`config.mk`:
```
export PLATFORM = sky130hd
export DESIGN_NAME = bio_decode
export DESIGN_NICKNAME = d
export VERILOG_FILES = /design/src/core/bio_pkg.sv /design/src/core/bio_decode.sv /design/src/core/bio_sync.sv
export SDC_FILE = /design/constraint.sdc
export NUM_CORES = 1
export LEC_CHECK = 0
export BUFFER_PORTS_ARGS = -buffer_cell sky130_fd_sc_hd__buf_4
export CORE_MARGIN = 3
export CORE_UTILIZATION = 25
export DETAILED_ROUTE_END_ITERATION = 7
export PLACE_DENSITY = 0.56
export SLEW_MARGIN = 0
export SYNTH_ARGS = -nofsm -noshare
export SYNTH_HDL_FRONTEND = slang
export SYNTH_SLANG_ARGS = --single-unit
```
`constraint.sdc`:
```
create_clock -name i_ref_clk -period 7.1 [get_ports i_ref_clk]
set_clock_uncertainty 0.15 [all_clocks]
set_input_delay 0.355 -clock i_ref_clk [delete_from_list [all_inputs] [get_ports i_ref_clk]]
set_output_delay 0.355 -clock i_ref_clk [all_outputs]
set_load 0.05 [all_outputs]
```
`src/core/bio_pkg.sv`:
```
/*
  Constants, carrier structs and register map for the board I/O address decoder.
  Assumes a single 25 MHz clock and an APB master for its own registers.
*/
package bio_pkg;

  localparam int unsigned ADDR_W = 10;
  localparam int unsigned OFF_W = 5;
  localparam int unsigned BASE_W = 5;
  localparam int unsigned IRQ_W = 16;
  localparam int unsigned HITS_W = 16;

  // Lowest legal base field: 100h >> 5
  localparam logic [BASE_W-1:0] BASE_MIN = 5'h08;
  // Levels 2-7, 10-12 and 15
  localparam logic [IRQ_W-1:0] IRQ_LEGAL = 16'h9CFC;

  // APB register byte addresses
  localparam logic [11:0] REG_CTRL = 12'h000;
  localparam logic [11:0] REG_STAT = 12'h004;
  localparam logic [11:0] REG_HITS = 12'h008;

  // Control register fields and reset
  localparam int unsigned CTRL_DEC_EN = 0;
  localparam int unsigned CTRL_IRQ_EN = 1;
  localparam logic [1:0] CTRL_RST = 2'h3;

  // Status register field positions
  localparam int unsigned STAT_BASE_LSB = 0;
  localparam int unsigned STAT_VALID = 5;
  localparam int unsigned STAT_SEL = 6;
  localparam int unsigned STAT_OFF_LSB = 7;
  localparam int unsigned STAT_LVL_LSB = 12;

  typedef struct packed {
    logic [ADDR_W-1:0] sa;
    logic aen;
    logic ior_n;
    logic iow_n;
  } bio_isa_s;

  typedef struct packed {
    logic sel;
    logic rd;
    logic wr;
    logic [OFF_W-1:0] off;
    logic [2:0] chan;
    logic is_ctrl;
  } bio_acc_s;

endpackage

```
`src/core/bio_decode.sv`:
```
/*
  Host I/O address decoder and interrupt router for a quadrature counter card.
  Assumes host bus pins arrive asynchronous and are synchronised here; jumpers
  are static pins; the card interrupt source runs on i_ref_clk.
*/
`timescale 1ns/1ps
`default_nettype none
module bio_decode (
  input wire logic i_ref_clk,
  input wire logic i_rst,
  input wire bio_pkg::bio_isa_s i_isa,
  input wire logic [bio_pkg::BASE_W-1:0] i_base_jmp_on,
  input wire logic [bio_pkg::IRQ_W-1:0] i_irq_jmp_on,
  input wire logic i_card_irq,
  input wire logic i_psel,
  input wire logic i_penable,
  input wire logic i_pwrite,
  input wire logic [11:0] i_paddr,
  input wire logic [31:0] i_pwdata,
  output logic [31:0] o_prdata,
  output logic o_pready,
  output logic o_pslverr,
  output bio_pkg::bio_acc_s o_acc,
  output logic [bio_pkg::IRQ_W-1:0] o_irq
);

  localparam int unsigned SYNC_W = $bits(bio_pkg::bio_isa_s) + bio_pkg::BASE_W
                                   + bio_pkg::IRQ_W;

  typedef struct packed {
    logic [1:0] ctrl;
    logic [bio_pkg::HITS_W-1:0] hits;
    logic [bio_pkg::OFF_W-1:0] last_off;
    logic act;
    bio_pkg::bio_acc_s acc;
    logic [bio_pkg::IRQ_W-1:0] irq;
    logic [31:0] prdata;
    logic pready;
    logic pslverr;
  } bio_state_s;

  bio_state_s st_q;
  bio_state_s st_d;

  bio_pkg::bio_isa_s isa_s;
  logic [bio_pkg::BASE_W-1:0] jmp_s;
  logic [bio_pkg::IRQ_W-1:0] irq_jmp_s;

  bio_sync #(
    .W(SYNC_W)
  ) u_sync (
    .i_ref_clk(i_ref_clk),
    .i_rst(i_rst),
    .i_d({i_isa, i_base_jmp_on, i_irq_jmp_on}),
    .o_q({isa_s, jmp_s, irq_jmp_s})
  );

  // Window hit: upper lines equal base, base legal, no DMA cycle
  function automatic logic base_hit(input bio_pkg::bio_isa_s a,
                                    input logic [bio_pkg::BASE_W-1:0] base);
    base_hit = (a.sa[9:5] == base)
               && (base >= bio_pkg::BASE_MIN)
               && !a.aen;
  endfunction

  // One level only: lowest legal jumper wins if several are fitted
  function automatic logic [bio_pkg::IRQ_W-1:0] irq_pick(
      input logic [bio_pkg::IRQ_W-1:0] jmp);
    logic [bio_pkg::IRQ_W-1:0] legal;
    legal = jmp & bio_pkg::IRQ_LEGAL;
    irq_pick = legal & (~legal + 16'h0001);
  endfunction

  function automatic logic [3:0] lvl_of(input logic [bio_pkg::IRQ_W-1:0] oh);
    lvl_of = 4'h0;
    for (int i = 0; i < bio_pkg::IRQ_W; i++) begin
      if (oh[i]) begin
        lvl_of = 4'(i);
      end
    end
  endfunction

  logic [bio_pkg::BASE_W-1:0] base_cfg;
  logic [bio_pkg::IRQ_W-1:0] irq_sel;
  logic hit;
  logic strobe;
  logic apb_setup;
  logic apb_wr;
  logic mapped;

  always_comb begin
    base_cfg = ~jmp_s;
    irq_sel = irq_pick(irq_jmp_s);
    strobe = !isa_s.ior_n || !isa_s.iow_n;
    hit = base_hit(isa_s, base_cfg) && st_q.ctrl[bio_pkg::CTRL_DEC_EN] && strobe;
    apb_setup = i_psel && !i_penable;
    apb_wr = i_psel && i_penable && i_pwrite && st_q.pready;
    mapped = (i_paddr == bio_pkg::REG_CTRL) || (i_paddr == bio_pkg::REG_STAT)
             || (i_paddr == bio_pkg::REG_HITS);

    st_d = st_q;

    // Host access decode; pulses mark the strobe's leading edge only
    st_d.act = hit;
    st_d.acc.sel = hit;
    st_d.acc.rd = hit && !st_q.act && !isa_s.ior_n;
    st_d.acc.wr = hit && !st_q.act && !isa_s.iow_n;
    if (hit) begin
      st_d.acc.off = isa_s.sa[4:0];
      st_d.acc.chan = isa_s.sa[3:1];
      st_d.acc.is_ctrl = isa_s.sa[0] && !isa_s.sa[4];
    end
    if (hit && !st_q.act) begin
      st_d.hits = st_q.hits + 16'h0001;
      st_d.last_off = isa_s.sa[4:0];
    end

    // Card interrupt reaches only the jumpered level
    st_d.irq = (i_card_irq && st_q.ctrl[bio_pkg::CTRL_IRQ_EN]) ? irq_sel : 16'h0000;

    // APB: data prepared in setup, answered with no wait states
    st_d.pready = apb_setup;
    st_d.pslverr = apb_setup && !mapped;
    st_d.prdata = 32'h0000_0000;
    if (apb_setup && !i_pwrite) begin
      case (i_paddr)
        bio_pkg::REG_CTRL: st_d.prdata[1:0] = st_q.ctrl;
        bio_pkg::REG_STAT: begin
          st_d.prdata[bio_pkg::STAT_BASE_LSB +: bio_pkg::BASE_W] = base_cfg;
          st_d.prdata[bio_pkg::STAT_VALID] = base_cfg >= bio_pkg::BASE_MIN;
          st_d.prdata[bio_pkg::STAT_SEL] = st_q.acc.sel;
          st_d.prdata[bio_pkg::STAT_OFF_LSB +: bio_pkg::OFF_W] = st_q.last_off;
          st_d.prdata[bio_pkg::STAT_LVL_LSB +: 4] = lvl_of(irq_sel);
        end
        bio_pkg::REG_HITS: st_d.prdata[bio_pkg::HITS_W-1:0] = st_q.hits;
        default: st_d.prdata = 32'h0000_0000;
      endcase
    end
    if (apb_wr && (i_paddr == bio_pkg::REG_CTRL)) begin
      st_d.ctrl = i_pwdata[1:0];
    end
  end

  always_ff @(posedge i_ref_clk or posedge i_rst) begin
    if (i_rst) begin
      st_q <= '0;
      st_q.ctrl <= bio_pkg::CTRL_RST;
    end else begin
      st_q <= st_d;
    end
  end

  assign o_prdata = st_q.prdata;
  assign o_pready = st_q.pready;
  assign o_pslverr = st_q.pslverr;
  assign o_acc = st_q.acc;
  assign o_irq = st_q.irq;

endmodule
`default_nettype wire

```
`src/core/bio_sync.sv`:
```
/*
  Two-flop synchroniser for a bundle of pin levels.
  Assumes each bit is an independent slow level; no bus coherency is given.
*/
`timescale 1ns/1ps
`default_nettype none
module bio_sync #(
  parameter int unsigned W = 1
) (
  input wire logic i_ref_clk,
  input wire logic i_rst,
  input wire logic [W-1:0] i_d,
  output logic [W-1:0] o_q
);

  typedef struct packed {
    logic [W-1:0] s1;
    logic [W-1:0] s2;
  } bio_sync_s;

  bio_sync_s st_q;
  bio_sync_s st_d;

  always_comb begin
    st_d.s1 = i_d;
    st_d.s2 = st_q.s1;
  end

  always_ff @(posedge i_ref_clk or posedge i_rst) begin
    if (i_rst) begin
      st_q <= '0;
    end else begin
      st_q <= st_d;
    end
  end

  assign o_q = st_q.s2;

endmodule
`default_nettype wire

```
==> impl_metrics.tcl, run 1 <==
set metrics [dict create \
    status "complete, no violations" \
    synthDistinctLibCells 40 \
    flow.area_growth_from_synthesis_pct 31.5 \
    critical_path.reg2reg.endpoint "st_q[81]" \
    worst_reg_to_reg_path_cell_count 5 \
    grt_setup_unrepaired "false" \
    layout_worst_path_cycle_share_pct 35.2 \
    worst_hold_path_type "in -> reg" \
    synth_cells 342 \
    drive_gt1_share_pct 30.6 \
    global_route.overflow_total 0 \
    critical_path_class "reg -> reg" \
    clock_latency_ns 0.40 \
    cap_viol_max_count 0 \
    hpwl_after_detailed_placement_um 6100 \
    cpPeakStageDelay_ns 0.99 \
    final_cell_count_no_fill 670 \
    number_of_antenna_violations_at_the_first_check_in_global_routing 0 \
    detail_route.drc_violations 0 \
    die_outline_area_um2 19500 \
    fp.dieH_um 140 \
    post-synth-top-area-cell "sky130_fd_sc_hd__dfrtp_1" \
    cell_family_with_the_largest_share_of_critical_path_delay "simple AND/OR/NAND/NOR gates" \
    drt.antenna.violating_nets 0 \
    timing.final.crit_period_ns 2.50 \
    number_of_buffers_created_by_cts 17 \
    timing.slew.headroom_pct 23.4 \
    start_kind "flip-flop" \
    viasPerCell 4.01 \
    synth_top_area_share_pct 64.0 \
    maxClockFrequency_mhz 400 \
    antenna-diode-count 0 \
    cts.repair.resized 0 \
    first_pass_iters 5 \
    powerDensity_nw_per_um2 292 \
    synthFlopType "sky130_fd_sc_hd__dfrtp_1" \
    finalCoreUtilization_pct 33.8 \
    report.final.hold_viol_count 0 \
    first_pass_grt_wire_length_um 14200 \
    grt_max_degree 79 \
    rrSetupSlack_ns 4.60 \
    synth_top_cells_by_area "sky130_fd_sc_hd__dfrtp_1 64%, sky130_fd_sc_hd__buf_4 10%, sky130_fd_sc_hd__mux2_2 2.8%, sky130_fd_sc_hd__xnor2_1 2.7%, sky130_fd_sc_hd__nor2_1 2.0%" \
    finalWeightedCongestion 0.791 \
    setup_viol 0 \
    transition_time_at_the_pin_with_the_least_slew_margin_ns 1.14 \
    critical_path_required_ns 7.26 \
    postRouteWirelength_um 8750 \
    grt_pass1_vias 2788 \
    critical_path_buf_inv_count 0 \
    groute.usage.overall_pct 9.41 \
    synthesis.area_per_instance_um2 13.0 \
    critPathSlowestCell "sky130_fd_sc_hd__nor4_4" \
    detailedRoute.firstIterationViolations 91 \
    synthesis.yosys.warnings 0 \
    number_of_placement_rows 48 \
    syn-cell-area_um2 4460 \
    number_of_placed_i_o_pins 146 \
    worstPathCellList "xor2_1, nand3_2, nor4_4, nand4_1, xnor2_1" \
    irDropWorstVdd_v 0.000103 \
    port_buffers 87 \
    routedWlPerCell_um 13.1 \
    ctsRootBufferMaster "sky130_fd_sc_hd__clkbuf_16" \
    htreeDepth 4 \
    timing.hold.worst_path_depth 3 \
    setup_total_negative_slack_ns 0 \
    routed-via-count 2687 \
    worstHoldEndpoint "st_q[85]" \
    post-cts-setup-buffers 0 \
    regToRegStartpoint "u_sync.o_q[20]" \
    worst_ep_arrival_time_ns 2.66 \
    tritoncts "yes" \
    final-max-slew-violation-count 0 \
    crit_path_max_fanout 21 \
    final_net_count 517 \
    die_w_um 140 \
    worstHoldStart "i_pwdata[1]" \
    postSynthRegisterBits 116 \
    number_of_synthesized_flops_with_an_enable_pin 0 \
    clkSlewWorstSetupHoldPaths_ns 0.06 \
    fp.coreArea_um2 17400 \
    placed_cells_incl_taps 608 \
    synth_async_reset_ratio_pct 100 \
    initial_core_util_pct 25.7 \
    setup.worst_path.end_class "flip-flop" \
    synth_sequential_area_ratio_pct 65.2 \
    ctsHoldBuffers 30 \
    ctsLongestPathBuffers 2 \
    cts_sinks 116 \
    leakagePower_nw 2.76 \
]
[cells in the mapped netlist (4+ instances only)]
cell type / instances
sky130_fd_sc_hd__nor2_1: 24
sky130_fd_sc_hd__nand4_1: 10
sky130_fd_sc_hd__inv_1: 5
sky130_fd_sc_hd__xnor2_1: 14
sky130_fd_sc_hd__nand2_1: 13
sky130_fd_sc_hd__and2_1: 8
sky130_fd_sc_hd__xor2_1: 6
sky130_fd_sc_hd__mux2_2: 11
sky130_fd_sc_hd__and3_1: 11
sky130_fd_sc_hd__nor3_1: 4
sky130_fd_sc_hd__dfrtp_1: 114
sky130_fd_sc_hd__nor4_1: 4
sky130_fd_sc_hd__o21ai_0: 5
sky130_fd_sc_hd__clkbuf_1: 4
sky130_fd_sc_hd__buf_4: 62
sky130_fd_sc_hd__a22oi_1: 11
[logic make-up after synthesis]
family / count (synthesis) / share of synthesized area [%]
AND/OR/NAND/NOR: 93 / 11.9
XOR/XNOR: 20 / 3.93
other: 1 / 0.0841
AO/OA/AOI/OAI: 25 / 3.87
multiplexers: 13 / 3.23
flip-flops: 116 / 65.2
adder cells (fa/ha/maj): 1 / 0.281
buffers and inverters: 73 / 11.6
[through the flow]
| step | instance area, um^2 | hold WS (ns) | power [mW] | setup slack [ns] |
|---|---|---|---|---|
| finish | 5860 | 0.0179 | 1.71 | 4.60 |
| global route | 5860 | 0.0361 | 1.78 | 4.33 |
| CTS | 5860 | 0.00490 | 1.73 | 4.58 |
| detailed placement | 4990 | 0.185 | 0.895 | 4.60 |
| global placement | 4990 | 0.184 | 0.891 | 4.68 |
| floorplan | 4540 | 0.181 | 0.865 | 3.53 |
[layout make-up]
type	count	area, um^2
flip-flops and latches	116	2910
multi-input cells	174	1120
inverters	5	21.3
clock buffers	20	447
repair buffers	118	961
well taps	225	282
clock inverters	12	131
fillers	1703	11500
[worst reg2reg max path: stages, from the launching register on]
cell                      delay [ns]
sky130_fd_sc_hd__dfrtp_1        0.40
sky130_fd_sc_hd__xor2_1         0.20
sky130_fd_sc_hd__nand3_2        0.15
sky130_fd_sc_hd__nor4_4         0.99
sky130_fd_sc_hd__nand4_1        0.27
sky130_fd_sc_hd__xnor2_1        0.25
[cells in the final DEF (no fill, tap or decap), drive strengths merged, types with 2 or more instances in the layout]
master       instances
mux2                11
nand3                4
dfrtp              114
and3                11
and3b                2
a22oi               11
mux2i                2
inv                  6
xnor2               14
xor2                 6
nor2                24
conb                22
nor3b                2
dlygate4sd3         30
a21oi                3
dfstp                2
clkinvlp             4
nor2b                3
nor3                 5
nand4               10
and2                 8
nor4                 5
clkbuf              20
buf                 88
a2bb2oi              3
clkinv               5
nand2               13
o21ai                5
nand2b               2
bufinv               2
[registers in the layout (all words and copies together) (netlist names)]
name         flops
o_acc            9
o_irq           10
o_prdata        16
o_pready         1
o_pslverr        1
st_q            23
u_sync.o_q      28
u_sync.st_d     28
[worst max-delay path by stage]
| stage | to | depth (start not counted) | startpoint | slack [ns] |
|---|---|---|---|---|
| floorplan | o_acc[0] | 1 | i_rst | 3.53 |
| global placement | st_q[83] | 5 | u_sync.o_q[18] | 4.68 |
| detailed placement | st_q[81] | 5 | u_sync.o_q[20] | 4.60 |
| CTS | st_q[81] | 5 | u_sync.o_q[20] | 4.58 |
| global route | st_q[81] | 5 | u_sync.o_q[20] | 4.33 |
| finish | st_q[81] | 5 | u_sync.o_q[20] | 4.60 |
[power by group]
part	internal, mW	switching [mW]
registers	0.698	0.0210
clock network	0.525	0.294
logic	0.0632	0.112
total	1.29	0.427
[per-layer routing]
metal / track usage (%) / routed length (um) / part of all wire [%] / up-vias
li1: - / - / - / 1251
met1: 11.0 / 3610 / 41 / 1310
met2: 15.6 / 4380 / 50 / 111
met3: 3.16 / 581 / 6.6 / 15
met4: 4.49 / 177 / 2.0 / 0
met5: 0 / 0 / 0 / -
No activity file was read; power rests on OpenSTA's default activity.
==> run 2: changes to the inputs <==
- ABC_AREA: unset -> 1
- clock period: 7.1 -> 2.44 ns (I/O delays scaled with it)
==> run 2 against run 1 <==
Effect of this change: cell count grew 30%; synthesized cell count up 45%; routed wire length is 14% higher; non-clock buffer count rose by 7; setup slack got worse by 4.3 ns; power increased to 2.9 times the previous value; largest cell class unchanged; synthesized area increased by 8.5%; worst hold slack improved by 0.010 ns; critical path depth rose by 4; cell area is 8.7% higher; sequential share of layout area down 4.0 points; via count increased by 22%.
==> impl_metrics.tcl, run 2 <==
set metrics [dict create \
    timing.slew.headroom_pct 57.4 \
    synth.most_common_cell "sky130_fd_sc_hd__dfrtp_1" \
    cts_sinks 116 \
    fp.coreArea_um2 18800 \
    timing.final.crit_period_ns 2.11 \
    synth_top_area_share_pct 59.0 \
    clkSlewWorstSetupHoldPaths_ns 0.06 \
    postSynthRegisterBits 116 \
    share_clk_of_total_power_pct 46.3 \
    synth_top_cells_by_area "sky130_fd_sc_hd__dfrtp_1 59%, sky130_fd_sc_hd__buf_4 9.6%, sky130_fd_sc_hd__nand2_1 8.4%, sky130_fd_sc_hd__nor2_1 4.0%, sky130_fd_sc_hd__inv_1 3.8%" \
    final_net_count 681 \
    port_buffers 87 \
    final_common_cell "sky130_fd_sc_hd__dfrtp_1" \
    critical_path_buf_inv_count 3 \
    setup_viol 0 \
    cpPeakStageDelay_ns 0.56 \
    synthFlopType "sky130_fd_sc_hd__dfrtp_1" \
    synth_async_reset_ratio_pct 100 \
    critical_path_required_ns 2.62 \
    crit_path_max_fanout 4 \
    cap_viol_max_count 0 \
    setup_total_negative_slack_ns 0 \
    fill_cell_instance_count_of_the_final_layout 1925 \
    number_of_synthesized_flops_with_an_enable_pin 0 \
    yosys-top-cells-count "114 x sky130_fd_sc_hd__dfrtp_1, 108 x sky130_fd_sc_hd__nand2_1, 62 x sky130_fd_sc_hd__buf_4, 52 x sky130_fd_sc_hd__nor2_1, 49 x sky130_fd_sc_hd__inv_1" \
    worstHoldStart "i_paddr[2]" \
    drive_gt1_share_pct 24.0 \
    crit_path_frequent_cell "sky130_fd_sc_hd__nor2_1" \
    irDropWorstVdd_v 0.000469 \
    finalCoreUtilization_pct 33.8 \
    detail_route.drc_violations 0 \
    number_of_buffers_created_by_cts 17 \
    worst_ep_arrival_time_ns 2.29 \
    synthDistinctLibCells 33 \
    worst_hold_path_type "in -> reg" \
    switching_portion_of_total_power_pct 27.1 \
    cts.repair.resized 0 \
    first_pass_iters 6 \
    die_outline_area_um2 21100 \
    ctsLongestPathBuffers 2 \
    highest_count_cells_in_the_layout_ignoring_fill_and_taps "114 x sky130_fd_sc_hd__dfrtp_1, 108 x sky130_fd_sc_hd__nand2_1, 88 x sky130_fd_sc_hd__buf_4" \
    post-synth-top-area-cell "sky130_fd_sc_hd__dfrtp_1" \
    critPathSlowestCell "sky130_fd_sc_hd__dlygate4sd3_1" \
    detailedRoute.firstIterationViolations 94 \
    global_route.overflow_total 0 \
    setup.worst_path.end_class "flip-flop" \
    antenna-diode-count 0 \
    tritoncts "yes" \
    worst_setup_path_startpoint "i_paddr[3]" \
    worstPathCellList "dlygate4sd3_1, buf_4, nor2_1, nand2_1, nor2_1, nand3_1, nor2_1, a21oi_1, dlygate4sd3_1" \
    report.final.hold_viol_count 0 \
    first_pass_grt_wire_length_um 16500 \
    regToRegStartpoint "st_q[84]" \
    routed-via-count 3286 \
    die_w_um 145 \
    clock_latency_ns 0.41 \
    number_of_placed_i_o_pins 146 \
    groute.usage.overall_pct 9.98 \
    drt.antenna.violating_nets 0 \
    synthesis.yosys.warnings 0 \
    flow.area_growth_from_synthesis_pct 31.7 \
    synth_cells 495 \
    viasPerCell 3.78 \
    routedWlPerCell_um 11.5 \
    power.sequential.fraction_pct 42.1 \
    critical_path_class "in -> reg" \
    ctsRootBufferMaster "sky130_fd_sc_hd__clkbuf_16" \
    initial_core_util_pct 25.7 \
    number_of_antenna_violations_at_the_first_check_in_global_routing 0 \
    syn-cell-area_um2 4840 \
    grt_pass1_vias 3358 \
    synth_sequential_area_ratio_pct 60.0 \
    synthesis.area_per_instance_um2 9.77 \
    powerDensity_nw_per_um2 782 \
    htreeDepth 4 \
    cell_family_with_the_largest_share_of_critical_path_delay "buffers and inverters" \
    layout_worst_path_cycle_share_pct 86.5 \
    transition_time_at_the_pin_with_the_least_slew_margin_ns 0.638 \
    grt_max_degree 117 \
    leakagePower_nw 3.10 \
    postRouteWirelength_um 9990 \
    maxClockFrequency_mhz 474 \
    number_of_placement_rows 50 \
    final-max-slew-violation-count 0 \
    grt_setup_unrepaired "false" \
    relative_contribution_of_combinational_cells_to_total_power_pct 11.6 \
    power_switching_mw 1.35 \
    internal-power_mw 3.63 \
    fp.dieH_um 145 \
    finalWeightedCongestion 0.767 \
    status "complete, no violations" \
    hpwl_after_detailed_placement_um 6870 \
    start_kind "primary input" \
]
[run 2: final timing paths]
check / endpoint / slack (ns) / cells after the start
max reg2reg: st_q[73] / 0.55 / 8
max in group asynchronous: u_sync.st_d[22] / 1.36 / 4
max: st_q[84] / 0.33 / 9
min reg2reg: u_sync.o_q[18] / 0.19 / 0
min: st_q[85] / 0.03 / 4
min in group asynchronous: u_sync.st_d[17] / 0.28 / 4
[run 2: stage by stage]
| stage | power [mW] | cell area (um^2) | std cells | hold WS (ns) | setup WS, ns |
|---|---|---|---|---|---|
| floorplan | 2.57 | 4920 | 516 | 0.00343 | 0.756 |
| global route | 5.23 | 6370 | 869 | 0.0577 | 0.208 |
| CTS | 5.09 | 6370 | 869 | 0.00765 | 0.351 |
| detailed placement | 2.67 | 5450 | 801 | 0.0824 | 0.511 |
| global placement | 2.67 | 5450 | 801 | 0.0822 | 0.512 |
| finish | 4.98 | 6370 | 869 | 0.0284 | 0.328 |
[run 2: area by class of cell]
type,instances,area [um^2],share of cell area (%)
clock buffers,17,425,6.67
clock inverters,15,135,2.12
inverters,53,203,3.18
multi-input cells,283,1340,21.0
flip-flops and latches,116,2910,45.6
well taps,260,325,5.10
repair buffers,125,1040,16.3
[run 2: timing repair]
action                    CTS  global route
hold endpoints to repair  147             0
buffers inserted            0             0
hold buffers               36             0
[run 2: power groups by stage]
stage               Clock, mW  Combinational (mW)  Sequential, mW
floorplan                   0               0.448            2.12
global placement            0               0.536            2.13
detailed placement          0               0.541            2.13
CTS                      2.41               0.586            2.10
global route             2.48               0.633            2.11
finish                   2.31               0.575            2.10
[run 2: cells by family (layout without fill, tap and decap cells)]
group,after synthesis,after routing,synth area share [%]
buffers and inverters,117,210,13.9
adders and majority gates,1,1,0.259
and+or+nand+nor,211,211,19.2
other,1,22,0.0775
DFF,116,116,60.0
AOI/OAI and AO/OA,41,41,5.02
xor gates and xnor gates,8,8,1.45
[run 2: metal layers]
| layer | wire length, um | vias up | GRT usage [%] | share of wire (%) |
|---|---|---|---|---|
| li1 | - | 1675 | - | - |
| met1 | 4330 | 1541 | 11.5 | 43 |
| met2 | 5160 | 61 | 16.9 | 52 |
| met3 | 351 | 9 | 3.53 | 3.5 |
| met4 | 142 | 0 | 4.23 | 1.4 |
| met5 | 0 | - | 0 | 0 |
[run 2: worst reg2reg max path, cell delays in order (launching register included)]
cell and delay [ns]:
sky130_fd_sc_hd__dfstp_2 0.55, sky130_fd_sc_hd__inv_1 0.08, sky130_fd_sc_hd__nor3_1 0.18, sky130_fd_sc_hd__nand3_1 0.11
sky130_fd_sc_hd__inv_1 0.06, sky130_fd_sc_hd__nand2_1 0.23, sky130_fd_sc_hd__nor2_2 0.21, sky130_fd_sc_hd__nand2_1 0.09
sky130_fd_sc_hd__xnor2_1 0.13
